`src/rtl/hsc_pkg.sv`:
```
package hsc_pkg;

	// ----------------------------------------------------------------
	// Register map (byte addresses)
	// ----------------------------------------------------------------
	localparam logic [7:0] ADDR_MODE  = 8'h00;
	localparam logic [7:0] ADDR_LOW   = 8'h04;
	localparam logic [7:0] ADDR_HIGH  = 8'h08;
	localparam logic [7:0] ADDR_VMIN  = 8'h0C;
	localparam logic [7:0] ADDR_HOUSE = 8'h10;
	localparam logic [7:0] ADDR_STAT  = 8'h14;
	localparam logic [7:0] ADDR_TEMP  = 8'h18;
	localparam logic [7:0] ADDR_PWR   = 8'h1C;

	// ----------------------------------------------------------------
	// Field positions
	// ----------------------------------------------------------------
	localparam int MODE_LSB       = 0;
	localparam int MODE_MSB       = 2;
	localparam int PLAUS_EN_BIT   = 3;
	localparam int STAT_HEATER    = 0;
	localparam int STAT_REQ       = 1;
	localparam int STAT_DEMAND    = 2;
	localparam int STAT_VLOW      = 3;
	localparam int STAT_FULL      = 4;
	localparam int STAT_RAMP      = 5;
	localparam int STAT_ONT_LSB   = 8;
	localparam int STAT_ONT_MSB   = 14;
	localparam int TEMP_VT_LSB    = 0;
	localparam int TEMP_VT_MSB    = 8;
	localparam int TEMP_HOUSE_LSB = 16;
	localparam int TEMP_HOUSE_MSB = 31;

	// ----------------------------------------------------------------
	// Heating modes
	// ----------------------------------------------------------------
	localparam logic [2:0] MODE_OFF     = 3'h0;
	localparam logic [2:0] MODE_AUTO_VT = 3'h1;
	localparam logic [2:0] MODE_ON      = 3'h2;
	localparam logic [2:0] MODE_HOUSE_A = 3'h3;
	localparam logic [2:0] MODE_HOUSE_B = 3'h4;
	localparam logic [2:0] MODE_HOUSE_C = 3'h5;
	localparam logic [2:0] MODE_DIRECT  = 3'h6;

	// ----------------------------------------------------------------
	// Reset values and legal ranges
	// ----------------------------------------------------------------
	localparam logic [2:0]  RST_MODE     = 3'h1;
	localparam logic        RST_PLAUS_EN = 1'b0;
	localparam logic [8:0]  RST_LOW      = 9'h113;
	localparam logic [8:0]  RST_HIGH     = 9'h118;
	localparam logic [5:0]  RST_VMIN     = 6'h0A;
	localparam logic [15:0] RST_HOUSE    = 16'h0014;
	localparam logic [8:0]  THR_MIN      = 9'h0DC;
	localparam logic [8:0]  THR_MAX      = 9'h140;
	localparam logic [5:0]  VMIN_MIN     = 6'h05;
	localparam logic [5:0]  VMIN_MAX     = 6'h30;

	// ----------------------------------------------------------------
	// Timing
	// ----------------------------------------------------------------
	localparam int CLK_PERIOD_NS   = 50;
	localparam int TICK_NS         = 1000000;
	localparam int TICK_MS         = 1;
	localparam int RAMP_PERIOD_MS  = 100;
	localparam int RAMP_START_MS   = 1;
	localparam int RAMP_STEP_MS    = 5;
	localparam int RAMP_FULL_MS    = 2000;
	localparam int TICK_CYCLES_DEF = TICK_NS / CLK_PERIOD_NS;
	localparam logic [6:0] PERIOD_TICKS =
		7'(RAMP_PERIOD_MS / TICK_MS);
	localparam logic [6:0] START_TICKS = 7'(RAMP_START_MS / TICK_MS);
	localparam logic [6:0] STEP_TICKS  = 7'(RAMP_STEP_MS / TICK_MS);
	localparam logic [4:0] RAMP_PERIODS =
		5'(RAMP_FULL_MS / RAMP_PERIOD_MS);

	typedef enum logic [1:0] {
		RAMP_IDLE,
		RAMP_RUN,
		RAMP_FULL
	} hsc_ramp_st_t;

endpackage

```
`src/rtl/hsc_heater_ctrl.sv`:
```
// Implementation choices: register access over APB and the register addresses.
`timescale 1ns/10ps
module hsc_heater_ctrl #(
	parameter int unsigned TICK_CYCLES = hsc_pkg::TICK_CYCLES_DEF
) (
	input  wire logic        clk_sys,
	input  wire logic        rst,
	input  wire logic        psel,
	input  wire logic        penable,
	input  wire logic        pwrite,
	input  wire logic [7:0]  paddr,
	input  wire logic [31:0] pwdata,
	input  wire logic [3:0]  pstrb,
	output logic             pready,
	output logic [31:0]      prdata,
	output logic             pslverr,
	input  wire logic [8:0]  virtual_temp_k,
	input  wire logic [15:0] housing_temp_dc,
	input  wire logic [5:0]  supply_volt,
	input  wire logic        plaus_fail,
	output logic             heater_on
);

	// ----------------------------------------------------------------
	// State
	// ----------------------------------------------------------------
	typedef struct packed {
		logic [2:0]  mode;
		logic        plaus_en;
		logic [8:0]  low_thr;
		logic [8:0]  high_thr;
		logic [5:0]  vmin;
		logic [15:0] house_thr;
		logic [31:0] rdata;
		logic        err;
		logic        demand;
		logic        heat_req;
		logic        heater;
	} hsc_state_t;

	hsc_state_t s_r;
	hsc_state_t s_nxt;

	logic        ramp_drive;
	logic        ramp_full;
	logic        ramp_run;
	logic [6:0]  ramp_on_time;
	logic        ramp_en;

	// ----------------------------------------------------------------
	// Soft-start ramp
	// ----------------------------------------------------------------
	hsc_ramp #(
		.TICK_CYCLES (TICK_CYCLES)
	) u_ramp (
		.clk_sys (clk_sys),
		.rst     (rst),
		.enable  (ramp_en),
		.drive   (ramp_drive),
		.full    (ramp_full),
		.ramping (ramp_run),
		.on_time (ramp_on_time)
	);

	// ----------------------------------------------------------------
	// Byte-lane merge
	// ----------------------------------------------------------------
	function automatic logic [31:0] merge(
		input logic [31:0] old_v,
		input logic [31:0] new_v,
		input logic [3:0]  strb
	);
		logic [31:0] r;
		r = old_v;
		for (int i = 0; i < 4; i++) begin
			if (strb[i]) begin
				r[i*8 +: 8] = new_v[i*8 +: 8];
			end
		end
		return r;
	endfunction

	// ----------------------------------------------------------------
	// Heating decision terms
	// ----------------------------------------------------------------
	logic house_mode;
	logic auto_mode;
	logic vt_cold;
	logic vt_warm;
	logic house_cold;
	logic plaus_heat;
	logic volt_low;

	always_comb begin
		house_mode = (s_r.mode == hsc_pkg::MODE_HOUSE_A) ||
			(s_r.mode == hsc_pkg::MODE_HOUSE_B) ||
			(s_r.mode == hsc_pkg::MODE_HOUSE_C);
		auto_mode  = house_mode ||
			(s_r.mode == hsc_pkg::MODE_AUTO_VT);
		vt_cold    = virtual_temp_k < s_r.low_thr;
		vt_warm    = virtual_temp_k > s_r.high_thr;
		house_cold = house_mode && ($signed(housing_temp_dc) <
			$signed(s_r.house_thr));
		plaus_heat = s_r.plaus_en && plaus_fail;
		volt_low   = supply_volt < s_r.vmin;
	end

	// ----------------------------------------------------------------
	// Register access and control
	// ----------------------------------------------------------------
	logic        setup;
	logic        wr_acc;
	logic        known;
	logic [31:0] cur;
	logic [31:0] wv;
	logic        wr_ok;
	logic [31:0] stat;

	always_comb begin
		s_nxt  = s_r;
		setup  = psel && !penable;
		wr_acc = psel && penable && pwrite;
		known  = 1'b1;
		cur    = '0;
		stat   = '0;

		stat[hsc_pkg::STAT_HEATER] = s_r.heater;
		stat[hsc_pkg::STAT_REQ]    = s_r.heat_req;
		stat[hsc_pkg::STAT_DEMAND] = s_r.demand;
		stat[hsc_pkg::STAT_VLOW]   = volt_low;
		stat[hsc_pkg::STAT_FULL]   = ramp_full;
		stat[hsc_pkg::STAT_RAMP]   = ramp_run;
		stat[hsc_pkg::STAT_ONT_MSB:hsc_pkg::STAT_ONT_LSB] = ramp_on_time;

		if (paddr == hsc_pkg::ADDR_MODE) begin
			cur[hsc_pkg::MODE_MSB:hsc_pkg::MODE_LSB] = s_r.mode;
			cur[hsc_pkg::PLAUS_EN_BIT] = s_r.plaus_en;
		end else if (paddr == hsc_pkg::ADDR_LOW) begin
			cur[8:0] = s_r.low_thr;
		end else if (paddr == hsc_pkg::ADDR_HIGH) begin
			cur[8:0] = s_r.high_thr;
		end else if (paddr == hsc_pkg::ADDR_VMIN) begin
			cur[5:0] = s_r.vmin;
		end else if (paddr == hsc_pkg::ADDR_HOUSE) begin
			cur[15:0] = s_r.house_thr;
		end else if (paddr == hsc_pkg::ADDR_STAT) begin
			cur = stat;
		end else if (paddr == hsc_pkg::ADDR_TEMP) begin
			cur[hsc_pkg::TEMP_VT_MSB:hsc_pkg::TEMP_VT_LSB] =
				virtual_temp_k;
			cur[hsc_pkg::TEMP_HOUSE_MSB:hsc_pkg::TEMP_HOUSE_LSB] =
				housing_temp_dc;
		end else if (paddr == hsc_pkg::ADDR_PWR) begin
			cur[5:0] = supply_volt;
		end else begin
			known = 1'b0;
		end

		// Write value with byte lanes applied; range checked below
		wv    = merge(cur, pwdata, pstrb);
		wr_ok = known;
		if (paddr == hsc_pkg::ADDR_MODE) begin
			wr_ok = wv[hsc_pkg::MODE_MSB:hsc_pkg::MODE_LSB] <=
				hsc_pkg::MODE_DIRECT;
		end else if (paddr == hsc_pkg::ADDR_LOW ||
			paddr == hsc_pkg::ADDR_HIGH) begin
			wr_ok = (wv[8:0] >= hsc_pkg::THR_MIN) &&
				(wv[8:0] <= hsc_pkg::THR_MAX);
		end else if (paddr == hsc_pkg::ADDR_VMIN) begin
			wr_ok = (wv[5:0] >= hsc_pkg::VMIN_MIN) &&
				(wv[5:0] <= hsc_pkg::VMIN_MAX);
		end else if (paddr == hsc_pkg::ADDR_STAT ||
			paddr == hsc_pkg::ADDR_TEMP ||
			paddr == hsc_pkg::ADDR_PWR) begin
			wr_ok = 1'b0;
		end

		// Read data and error are prepared in the setup cycle
		if (setup) begin
			s_nxt.rdata = pwrite ? 32'h0000_0000 : cur;
			s_nxt.err   = pwrite ? !wr_ok : !known;
		end

		if (wr_acc && wr_ok) begin
			if (paddr == hsc_pkg::ADDR_MODE) begin
				s_nxt.mode     = wv[hsc_pkg::MODE_MSB:hsc_pkg::MODE_LSB];
				s_nxt.plaus_en = wv[hsc_pkg::PLAUS_EN_BIT];
			end else if (paddr == hsc_pkg::ADDR_LOW) begin
				s_nxt.low_thr = wv[8:0];
			end else if (paddr == hsc_pkg::ADDR_HIGH) begin
				s_nxt.high_thr = wv[8:0];
			end else if (paddr == hsc_pkg::ADDR_VMIN) begin
				s_nxt.vmin = wv[5:0];
			end else if (paddr == hsc_pkg::ADDR_HOUSE) begin
				s_nxt.house_thr = wv[15:0];
			end
		end

		// Automatic demand with hysteresis between the two thresholds
		if (!auto_mode) begin
			s_nxt.demand = 1'b0;
		end else if (vt_cold || house_cold || plaus_heat) begin
			s_nxt.demand = 1'b1;
		end else if (vt_warm) begin
			s_nxt.demand = 1'b0;
		end

		// Mode decode gated by the supply check
		case (s_r.mode)
			hsc_pkg::MODE_OFF: begin
				s_nxt.heat_req = 1'b0;
			end
			hsc_pkg::MODE_ON: begin
				s_nxt.heat_req = !volt_low;
			end
			hsc_pkg::MODE_DIRECT: begin
				s_nxt.heat_req = !volt_low;
			end
			default: begin
				s_nxt.heat_req = !volt_low && auto_mode &&
					s_r.demand;
			end
		endcase

		// Direct mode bypasses the ramp; every other heater ramps
		if (s_r.mode == hsc_pkg::MODE_DIRECT) begin
			s_nxt.heater = s_r.heat_req;
		end else begin
			s_nxt.heater = s_r.heat_req && ramp_drive;
		end
	end

	assign ramp_en = s_r.heat_req &&
		(s_r.mode != hsc_pkg::MODE_DIRECT);

	always_ff @(posedge clk_sys or posedge rst) begin
		if (rst) begin
			s_r <= '{mode: hsc_pkg::RST_MODE,
				plaus_en: hsc_pkg::RST_PLAUS_EN,
				low_thr: hsc_pkg::RST_LOW,
				high_thr: hsc_pkg::RST_HIGH,
				vmin: hsc_pkg::RST_VMIN,
				house_thr: hsc_pkg::RST_HOUSE,
				rdata: 32'h0000_0000,
				err: 1'b0,
				demand: 1'b0,
				heat_req: 1'b0,
				heater: 1'b0};
		end else begin
			s_r <= s_nxt;
		end
	end

	// ----------------------------------------------------------------
	// Outputs
	// ----------------------------------------------------------------
	assign pready    = 1'b1;
	assign prdata    = s_r.rdata;
	assign pslverr   = s_r.err && psel && penable;
	assign heater_on = s_r.heater;

endmodule

```
`src/rtl/hsc_ramp.sv`:
```
`timescale 1ns/10ps
module hsc_ramp #(
	parameter int unsigned TICK_CYCLES = hsc_pkg::TICK_CYCLES_DEF
) (
	input  wire logic       clk_sys,
	input  wire logic       rst,
	input  wire logic       enable,
	output logic            drive,
	output logic            full,
	output logic            ramping,
	output logic [6:0]      on_time
);

	// ----------------------------------------------------------------
	// State
	// ----------------------------------------------------------------
	typedef struct packed {
		hsc_pkg::hsc_ramp_st_t st;
		logic [15:0]           presc;
		logic [6:0]            phase;
		logic [6:0]            on_time;
		logic [4:0]            periods;
		logic                  drive;
	} hsc_ramp_state_t;

	hsc_ramp_state_t s_r;
	hsc_ramp_state_t s_nxt;

	always_comb begin
		s_nxt = s_r;
		case (s_r.st)
			hsc_pkg::RAMP_IDLE: begin
				s_nxt.presc   = '0;
				s_nxt.phase   = '0;
				s_nxt.periods = '0;
				s_nxt.on_time = hsc_pkg::START_TICKS;
				if (enable) begin
					s_nxt.st = hsc_pkg::RAMP_RUN;
				end
			end
			hsc_pkg::RAMP_RUN: begin
				if (s_r.presc == 16'(TICK_CYCLES - 1)) begin
					s_nxt.presc = '0;
					if (s_r.phase == hsc_pkg::PERIOD_TICKS - 7'h1) begin
						s_nxt.phase   = '0;
						s_nxt.periods = s_r.periods + 5'h1;
						if (s_r.periods + 5'h1 == hsc_pkg::RAMP_PERIODS) begin
							s_nxt.st = hsc_pkg::RAMP_FULL;
						end else begin
							s_nxt.on_time = s_r.on_time +
								hsc_pkg::STEP_TICKS;
						end
					end else begin
						s_nxt.phase = s_r.phase + 7'h1;
					end
				end else begin
					s_nxt.presc = s_r.presc + 16'h0001;
				end
			end
			default: begin
			end
		endcase
		// Any switch-off restarts the ramp
		if (!enable) begin
			s_nxt.st = hsc_pkg::RAMP_IDLE;
		end
		s_nxt.drive = (s_nxt.st == hsc_pkg::RAMP_FULL) ||
			((s_nxt.st == hsc_pkg::RAMP_RUN) &&
			(s_nxt.phase < s_nxt.on_time));
	end

	always_ff @(posedge clk_sys or posedge rst) begin
		if (rst) begin
			s_r <= '{st: hsc_pkg::RAMP_IDLE, presc: 16'h0000,
				phase: 7'h00, on_time: 7'h01, periods: 5'h00,
				drive: 1'b0};
		end else begin
			s_r <= s_nxt;
		end
	end

	assign drive   = s_r.drive;
	assign full    = (s_r.st == hsc_pkg::RAMP_FULL);
	assign ramping = (s_r.st == hsc_pkg::RAMP_RUN);
	assign on_time = s_r.on_time;

endmodule

```
`config.mk`:
```
export PLATFORM = sky130hd
export DESIGN_NAME = hsc_heater_ctrl
export DESIGN_NICKNAME = d
export VERILOG_FILES = /design/src/rtl/hsc_pkg.sv /design/src/rtl/hsc_heater_ctrl.sv /design/src/rtl/hsc_ramp.sv
export SDC_FILE = /design/constraint.sdc
export NUM_CORES = 1
export LEC_CHECK = 0
export BUFFER_PORTS_ARGS = -buffer_cell sky130_fd_sc_hd__buf_2
export CELL_PAD_IN_SITES_DETAIL_PLACEMENT = 2
export CELL_PAD_IN_SITES_GLOBAL_PLACEMENT = 2
export CORE_ASPECT_RATIO = 0.8
export CORE_MARGIN = 2
export CORE_UTILIZATION = 33
export CTS_CLUSTER_DIAMETER = 100
export CTS_CLUSTER_SIZE = 8
export DETAILED_ROUTE_END_ITERATION = 8
export GPL_TIMING_DRIVEN = 0
export PLACE_DENSITY_LB_ADDON = 0.1
export SETUP_SLACK_MARGIN = 0.3
export SLEW_MARGIN = 20
export SYNTH_ARGS = -nofsm -noshare
export SYNTH_HDL_FRONTEND = slang
export SYNTH_SLANG_ARGS = --single-unit
```
`constraint.sdc`:
```
create_clock -name clk_sys -period 9.1 [get_ports clk_sys]
set_clock_uncertainty 0.15 [all_clocks]
set_input_delay 1.365 -clock clk_sys [delete_from_list [all_inputs] [get_ports clk_sys]]
set_output_delay 1.365 -clock clk_sys [all_outputs]
set_load 0.02 [all_outputs]
```
Word level (Yosys, flattened, before mapping):

Cells that the tools add are included.

* input port bits: 81
* register bits after elaboration: 118
* logic and storage cells: 151

* order comparisons: 10
* add/sub/neg operators: 4
* multiplexer cells: 53
* equal/unequal tests: 24
* reduce and logical (&&, ||, !) cells: 39
* bitwise operators: 4

Operators with widths (count)
* $mux 16: 9
* $pmux 37 s2: 1
* $mux 23: 2
* $eq 8x5->1 const B: 4
* $mux 32: 1
* $mux 28: 1
* $mux 9: 3
* $mux 26: 1
* $mux 6: 4
* $mux 19: 1
* $mux 1: 17
* $add 16x1->16 const B: 1
* $eq 16x15->1 const B: 1
* $eq 8x4->1 const B: 2
* $lt 16x16->1: 1
* $mux 8: 2
* $logic_and 1x1->1: 15
* $mux 7: 2
* $mux 12: 1
* $mux 2: 5
* $eq 3x3->1 const B: 3
* $ge 9x8->1 const B: 1
* $gt 9x9->1: 1
* $le 9x9->1 const B: 1
* other kinds (35): 54

Depth between registers and ports, before layout:

* depth in word-level cells: 21
* gate-level depth with buffers: 14
* depth with buffers taken out: 14

Hierarchy:

A second synthesis with hierarchy kept.

* cell total of the unflattened synthesis: 840
* area total of the unflattened synthesis: 7777.5 um^2

Modules (own cells, without submodules)
* hsc_heater_ctrl: cells an instance 576, times used 1, seq. area each 2016.9 um^2, area an instance 5432.7 um^2
* hsc_ramp: cells an instance 264, times used 1, seq. area each 952.2 um^2, area an instance 2344.7 um^2

Worst setup path before layout:

Ideal clock, no wire load.

* kind: input to register
* start: input port supply_volt[4]
* end: register s_r[63] (netlist bit)
* slack: 4932 ps
* stages on the path: 11
* arrival: 3893 ps
* required time: 8825 ps
* library setup time: 125 ps
* cells stage by stage: ha_1 > a21o_1 > a21o_1 > a2111oi_0 > o211ai_1 > a211oi_2 > o211ai_2 > a21o_2 > nor4_2 > buf_4 > mux2_2

* longest elaborated chain between the ends: 20
* elaborated cells on any way between the ends: 26
* those cells by class: order compare: 5; mux: 17; reduce/logical: 4

RTL lines
* from (decl): line hsc_heater_ctrl.sv:19 `input wire logic [5:0] supply_volt,`
* parallel branches: the longest is 2 deep, another holds $lt 6x6->1
* $mux 9 *: line hsc_heater_ctrl.sv:146 `end else if (paddr == hsc_pkg::ADDR_STAT) begin`
* $mux 16 *: line hsc_heater_ctrl.sv:144 `end else if (paddr == hsc_pkg::ADDR_HOUSE) begin`
* $mux 16 *: line hsc_heater_ctrl.sv:142 `end else if (paddr == hsc_pkg::ADDR_VMIN) begin`
* $mux 16 *: line hsc_heater_ctrl.sv:140 `end else if (paddr == hsc_pkg::ADDR_HIGH) begin`
* $mux 16 *: line hsc_heater_ctrl.sv:138 `end else if (paddr == hsc_pkg::ADDR_LOW) begin`
* $mux 16 *: line hsc_heater_ctrl.sv:135 `if (paddr == hsc_pkg::ADDR_MODE) begin`
* $mux 6 *: line hsc_heater_ctrl.sv:142
* (+3 left out)
* $mux 8 *: line hsc_heater_ctrl.sv:76 `if (strb[i]) begin`
* $ge 6x3->1 or $le 6x6->1 (tied branches): line hsc_heater_ctrl.sv:170, hsc_heater_ctrl.sv:171
* $logic_and 1x1->1: line hsc_heater_ctrl.sv:170 `wr_ok = (wv[5:0] >= hsc_pkg::VMIN_MIN) &&`
* $mux 1: line hsc_heater_ctrl.sv:169 `end else if (paddr == hsc_pkg::ADDR_VMIN) begin`
* $mux 1 *: line hsc_heater_ctrl.sv:165 `end else if (paddr == hsc_pkg::ADDR_LOW ||`
* $mux 1 *: line hsc_heater_ctrl.sv:162 `if (paddr == hsc_pkg::ADDR_MODE) begin`
* $logic_and 1x1->1 *: line hsc_heater_ctrl.sv:184 `if (wr_acc && wr_ok) begin`
* $reduce_and 4->1 (no source line) *
* to (signal assigned): line hsc_heater_ctrl.sv:238 `s_r <= '{mode: hsc_pkg::RST_MODE,`
* to (signal assigned): line hsc_heater_ctrl.sv:250 `s_r <= s_nxt;`
* to (decl): line hsc_heater_ctrl.sv:41 `hsc_state_t s_r;`

Every way passes the cells marked *. The select of a mux whose other input is x is not followed.
A chain may end at the register's enable or synchronous reset.

Worst setup path in the final report:

* start: input port paddr[5]
* end: register s_r[57] (netlist bit)

* longest elaborated chain between the ends: 21
* elaborated cells on any way between the ends: 52
* those cells by class: order compare: 5; eq/ne: 7; mux: 29; bitwise: 3; reduce/logical: 8

RTL lines
* from (decl): line hsc_heater_ctrl.sv:11 `input wire logic [7:0] paddr,`
* $eq 8x5->1: line hsc_heater_ctrl.sv:153, hsc_heater_ctrl.sv:174
* $mux 6: line hsc_heater_ctrl.sv:153 `end else if (paddr == hsc_pkg::ADDR_PWR) begin`
* $mux 6: line hsc_heater_ctrl.sv:148 `end else if (paddr == hsc_pkg::ADDR_TEMP) begin`
* $mux 9: line hsc_heater_ctrl.sv:146
* $mux 16: line hsc_heater_ctrl.sv:144
* $mux 16: line hsc_heater_ctrl.sv:142
* $mux 16: line hsc_heater_ctrl.sv:140
* $mux 16: line hsc_heater_ctrl.sv:138
* (+5 left out)
* $mux 8: line hsc_heater_ctrl.sv:76
* $ge 6x3->1 or $le 6x6->1 (tied branches): line hsc_heater_ctrl.sv:170, hsc_heater_ctrl.sv:171
* $logic_and 1x1->1: line hsc_heater_ctrl.sv:170
* $mux 1: line hsc_heater_ctrl.sv:169
* $mux 1: line hsc_heater_ctrl.sv:165
* $mux 1: line hsc_heater_ctrl.sv:162
* $logic_and 1x1->1: line hsc_heater_ctrl.sv:184
* $reduce_and 5->1 (no source line)

Parallel ways exist; a longest one is shown, timed or not. The select of a mux whose other input is x is not followed.

==> impl_metrics.py <==
metrics = {
    "placed_design": {
        "globalplace.congestion": 0.890,
        "hpwlAfterDp_mm": 20.7,
        "port-buffer-count": 96,
        "dp_slack_ns": 3.63,
    },
    "final_layout": {
        "multiInputGateArea_sq_mm": 0.00399,
        "n_antenna_cell": 0,
        "drive_gt1_share_pct": 25.2,
        "postLayoutCoreUtil_pct": 40.1,
        "regArea_sq_mm": 0.00297,
        "fillers": 2510,
        "syn_to_final_growth_pct": 19.2,
        "layout.nets": 1045,
    },
    "synthesis": {
        "yosysSeqAreaShare_pct": 39.4,
        "synth_seq_cells": 118,
        "synth_area_leaders": "dfrtp_1 (35%), ha_1 (7.8%), o21ai_0 (6.0%)",
        "synth_edf_count": 0,
        "syn-cell-area_sq_mm": 0.00754,
        "syn_area_per_cell_sq_um": 9.42,
        "syn_nets": 929,
        "synth_top_cell_area_share_pct": 34.8,
        "ys_async_sr_fraction_pct": 100,
        "ys_types": 77,
        "yosysTopAreaCell": "dfrtp_1",
        "synthesis.instances": 801,
        "synth_flop_cell": "dfrtp_1",
        "synth_warnings": 0,
    },
    "drt": {
        "avgRoutedWirePerCell_um": 21.6,
        "wl_mm": 26.7,
        "routed_via_density": 5.40,
        "drt_iter0_markers": 353,
        "post-route-drc-count": 0,
        "drt_pass1_iterations": 4,
        "ant_nets": 0,
        "vias": 6674,
    },
    "clocking": {
        "numCtsBuffers": 17,
        "clockRootBuffer": "clkbuf_16",
        "cts_tree": "built",
        "post_cts_resized": 0,
        "cts.path.max_buffers": 2,
        "cts.sinks": 118,
        "path_clk_slew_ns": 0.06,
        "postCtsHoldBufs": 0,
        "insertion_delay_ns": 0.43,
        "cts_setup_buffers": 0,
        "htree_levels": 4,
    },
    "timing": {
        "fin_ws_ns": 3.85,
        "max_freq_mhz": 190,
        "finalCriticalPeriod_ns": 5.25,
        "slew_headroom_pct": 25.0,
        "hold_viol_final": 0,
        "hold-worst-slack_ns": 0.324,
        "final.setup.tns_ns": 0,
        "rsz0062_at_grt": "false",
        "final_max_slew_viol_count": 0,
        "tightest_slew_ns": 1.10,
        "finalSetupViolations": 0,
        "final.period_utilization_pct": 57.7,
    },
    "pwr": {
        "peakVddDrop_uv": 95.6,
        "p_comb_share_pct": 10.5,
        "clockPowerShare_pct": 48.6,
        "seqPwrFrac_pct": 40.9,
        "p_int_uw": 968,
        "p_switching_uw": 358,
        "swShare_pct": 27.0,
        "powerDensity_mw_per_mm2": 147,
        "power.leakage_uw": 0.00430,
        "power_uw": 1330,
    },
    "floorplan": {
        "io_pins": 116,
        "die_w_um": 173,
        "rows": 49,
        "die_area_sq_mm": 0.0241,
        "start_util_pct": 33.6,
        "core_sq_mm": 0.0224,
        "die_h_um": 139,
    },
    "grt": {
        "grt_pass1_wl_mm": 43.1,
        "antenna_found_initial": 1,
        "first_global_vias": 7372,
        "grt.overflow.total": 0,
        "grt_max_degree": 78,
        "grt_usage_pct": 23.2,
    },
    "worst_setup_path": {
        "reg2reg_slack_ns": 4.69,
        "criticalPathCategory": "input pin to flop",
        "required_ns": 9.27,
        "critPathMaxFanout": 6,
        "start_kind": "input pin",
        "critPathCaptureType": "flop",
        "arrival_ns": 5.42,
    },
    "min_path": {
        "worstHoldPathType": "flop to flop",
    },
    "run_status": {
        "outcome": "finished clean",
    },
    "flow_run": {
        "cap_viol_max_count": 0,
    },
}
[cells in the mapped netlist (16+ instances only)]
| library cell | count |
|---|---|
| dfrtp_1 | 105 |
| buf_4 | 41 |
| a22o_1 | 22 |
| nor2_1 | 35 |
| nand3_1 | 22 |
| nand2_1 | 94 |
| inv_1 | 53 |
| a21oi_1 | 23 |
| mux2i_1 | 24 |
| clkbuf_1 | 16 |
| o21ai_0 | 90 |
| ha_1 | 47 |
[per-layer routing]
| layer | part of all wire (%) | track usage (%) |
|---|---|---|
| met5 | 0 | 0 |
| met3 | 4.9 | 4.86 |
| met4 | 1.5 | 6.56 |
| met2 | 45 | 36.0 |
| met1 | 48 | 32.6 |
[critical path, cell delays in order]
cell and delay, ns:
buf_2 0.10, nor3_1 0.55, nand3_1 0.38, a2111oi_0 1.01
o211ai_1 0.33, nand2_1 0.43, a311o_1 0.23, a31oi_4 0.11
nor3_4 0.55, mux2_4 0.35
[power by group through the flow]
stage / clock network (uW) / logic (uW) / registers [uW]
floorplan: 0 / 77.6 / 548
finish: 644 / 139 / 542
detailed placement: 0 / 138 / 551
global route: 683 / 154 / 543
global placement: 0 / 131 / 551
CTS: 657 / 140 / 542
[placed cells by master (no fill, tap or decap), types with 9 or more instances in the layout]
master	synthesis	routed
nand4_1	9	9
a21oi_1	23	23
o21ai_0	90	89
a21o_1	15	15
nand2_1	94	94
dfrtp_1	105	105
nor3_1	9	9
buf_2	4	100
o31ai_1	11	11
clkbuf_1	16	19
a22o_1	22	22
nor2b_1	10	10
dfstp_2	13	13
clkbuf_16	0	17
nand3_1	22	22
mux2i_1	24	24
mux2_2	9	9
inv_1	53	52
ha_1	47	47
nor2_1	35	35
nand2b_1	11	11
buf_4	41	41
[kinds of logic (layout without fill, tap and decap cells)]
| family | after synthesis | count (layout) | synth area share (%) |
|---|---|---|---|
| and+or+nand+nor | 249 | 249 | 17.4 |
| muxes | 44 | 44 | 7.07 |
| AOI/OAI and AO/OA | 217 | 217 | 19.3 |
| buffers and inverters | 115 | 244 | 7.83 |
| adders and majority gates | 47 | 47 | 7.80 |
| DFF | 118 | 118 | 39.4 |
| other | 1 | 1 | 0.0497 |
| xor gates and xnor gates | 10 | 10 | 1.16 |
[sequential cells by signal, summed over array words and instances (netlist names)]
signal / flops
u_ramp.s_r: 30
u_ramp.drive: 1
heater_on: 1
u_ramp.on_time: 7
s_r: 47
prdata: 32
[per-stage QoR]
| step | instance area (sq um) | instances |
|---|---|---|
| after CTS | 8990 | 1236 |
| final | 8990 | 1236 |
| after global placement | 8410 | 1203 |
| after detailed placement | 8440 | 1204 |
| after floorplan | 7540 | 801 |
| after global routing | 8990 | 1236 |
[worst paths after layout]
path,startpoint,to,cells past startpoint
max reg2reg,s_r[53],s_r[57],11
min in group asynchronous,rst,u_ramp.s_r[3],2
min reg2reg,u_ramp.drive,heater_on,1
max in group asynchronous,rst,s_r[40],3
max,paddr[5],s_r[57],10
min,u_ramp.drive,heater_on,1
[final cells by class]
cell class,instances,area share (%)
clock inverter,10,0.918
multi-input combinational,568,44.4
timing repair buffer,97,5.65
inverter,54,2.31
buffer,61,4.31
clock buffer,22,5.16
tap,306,4.26
sequential,118,33.0
Power figures use the tool's default switching activity.
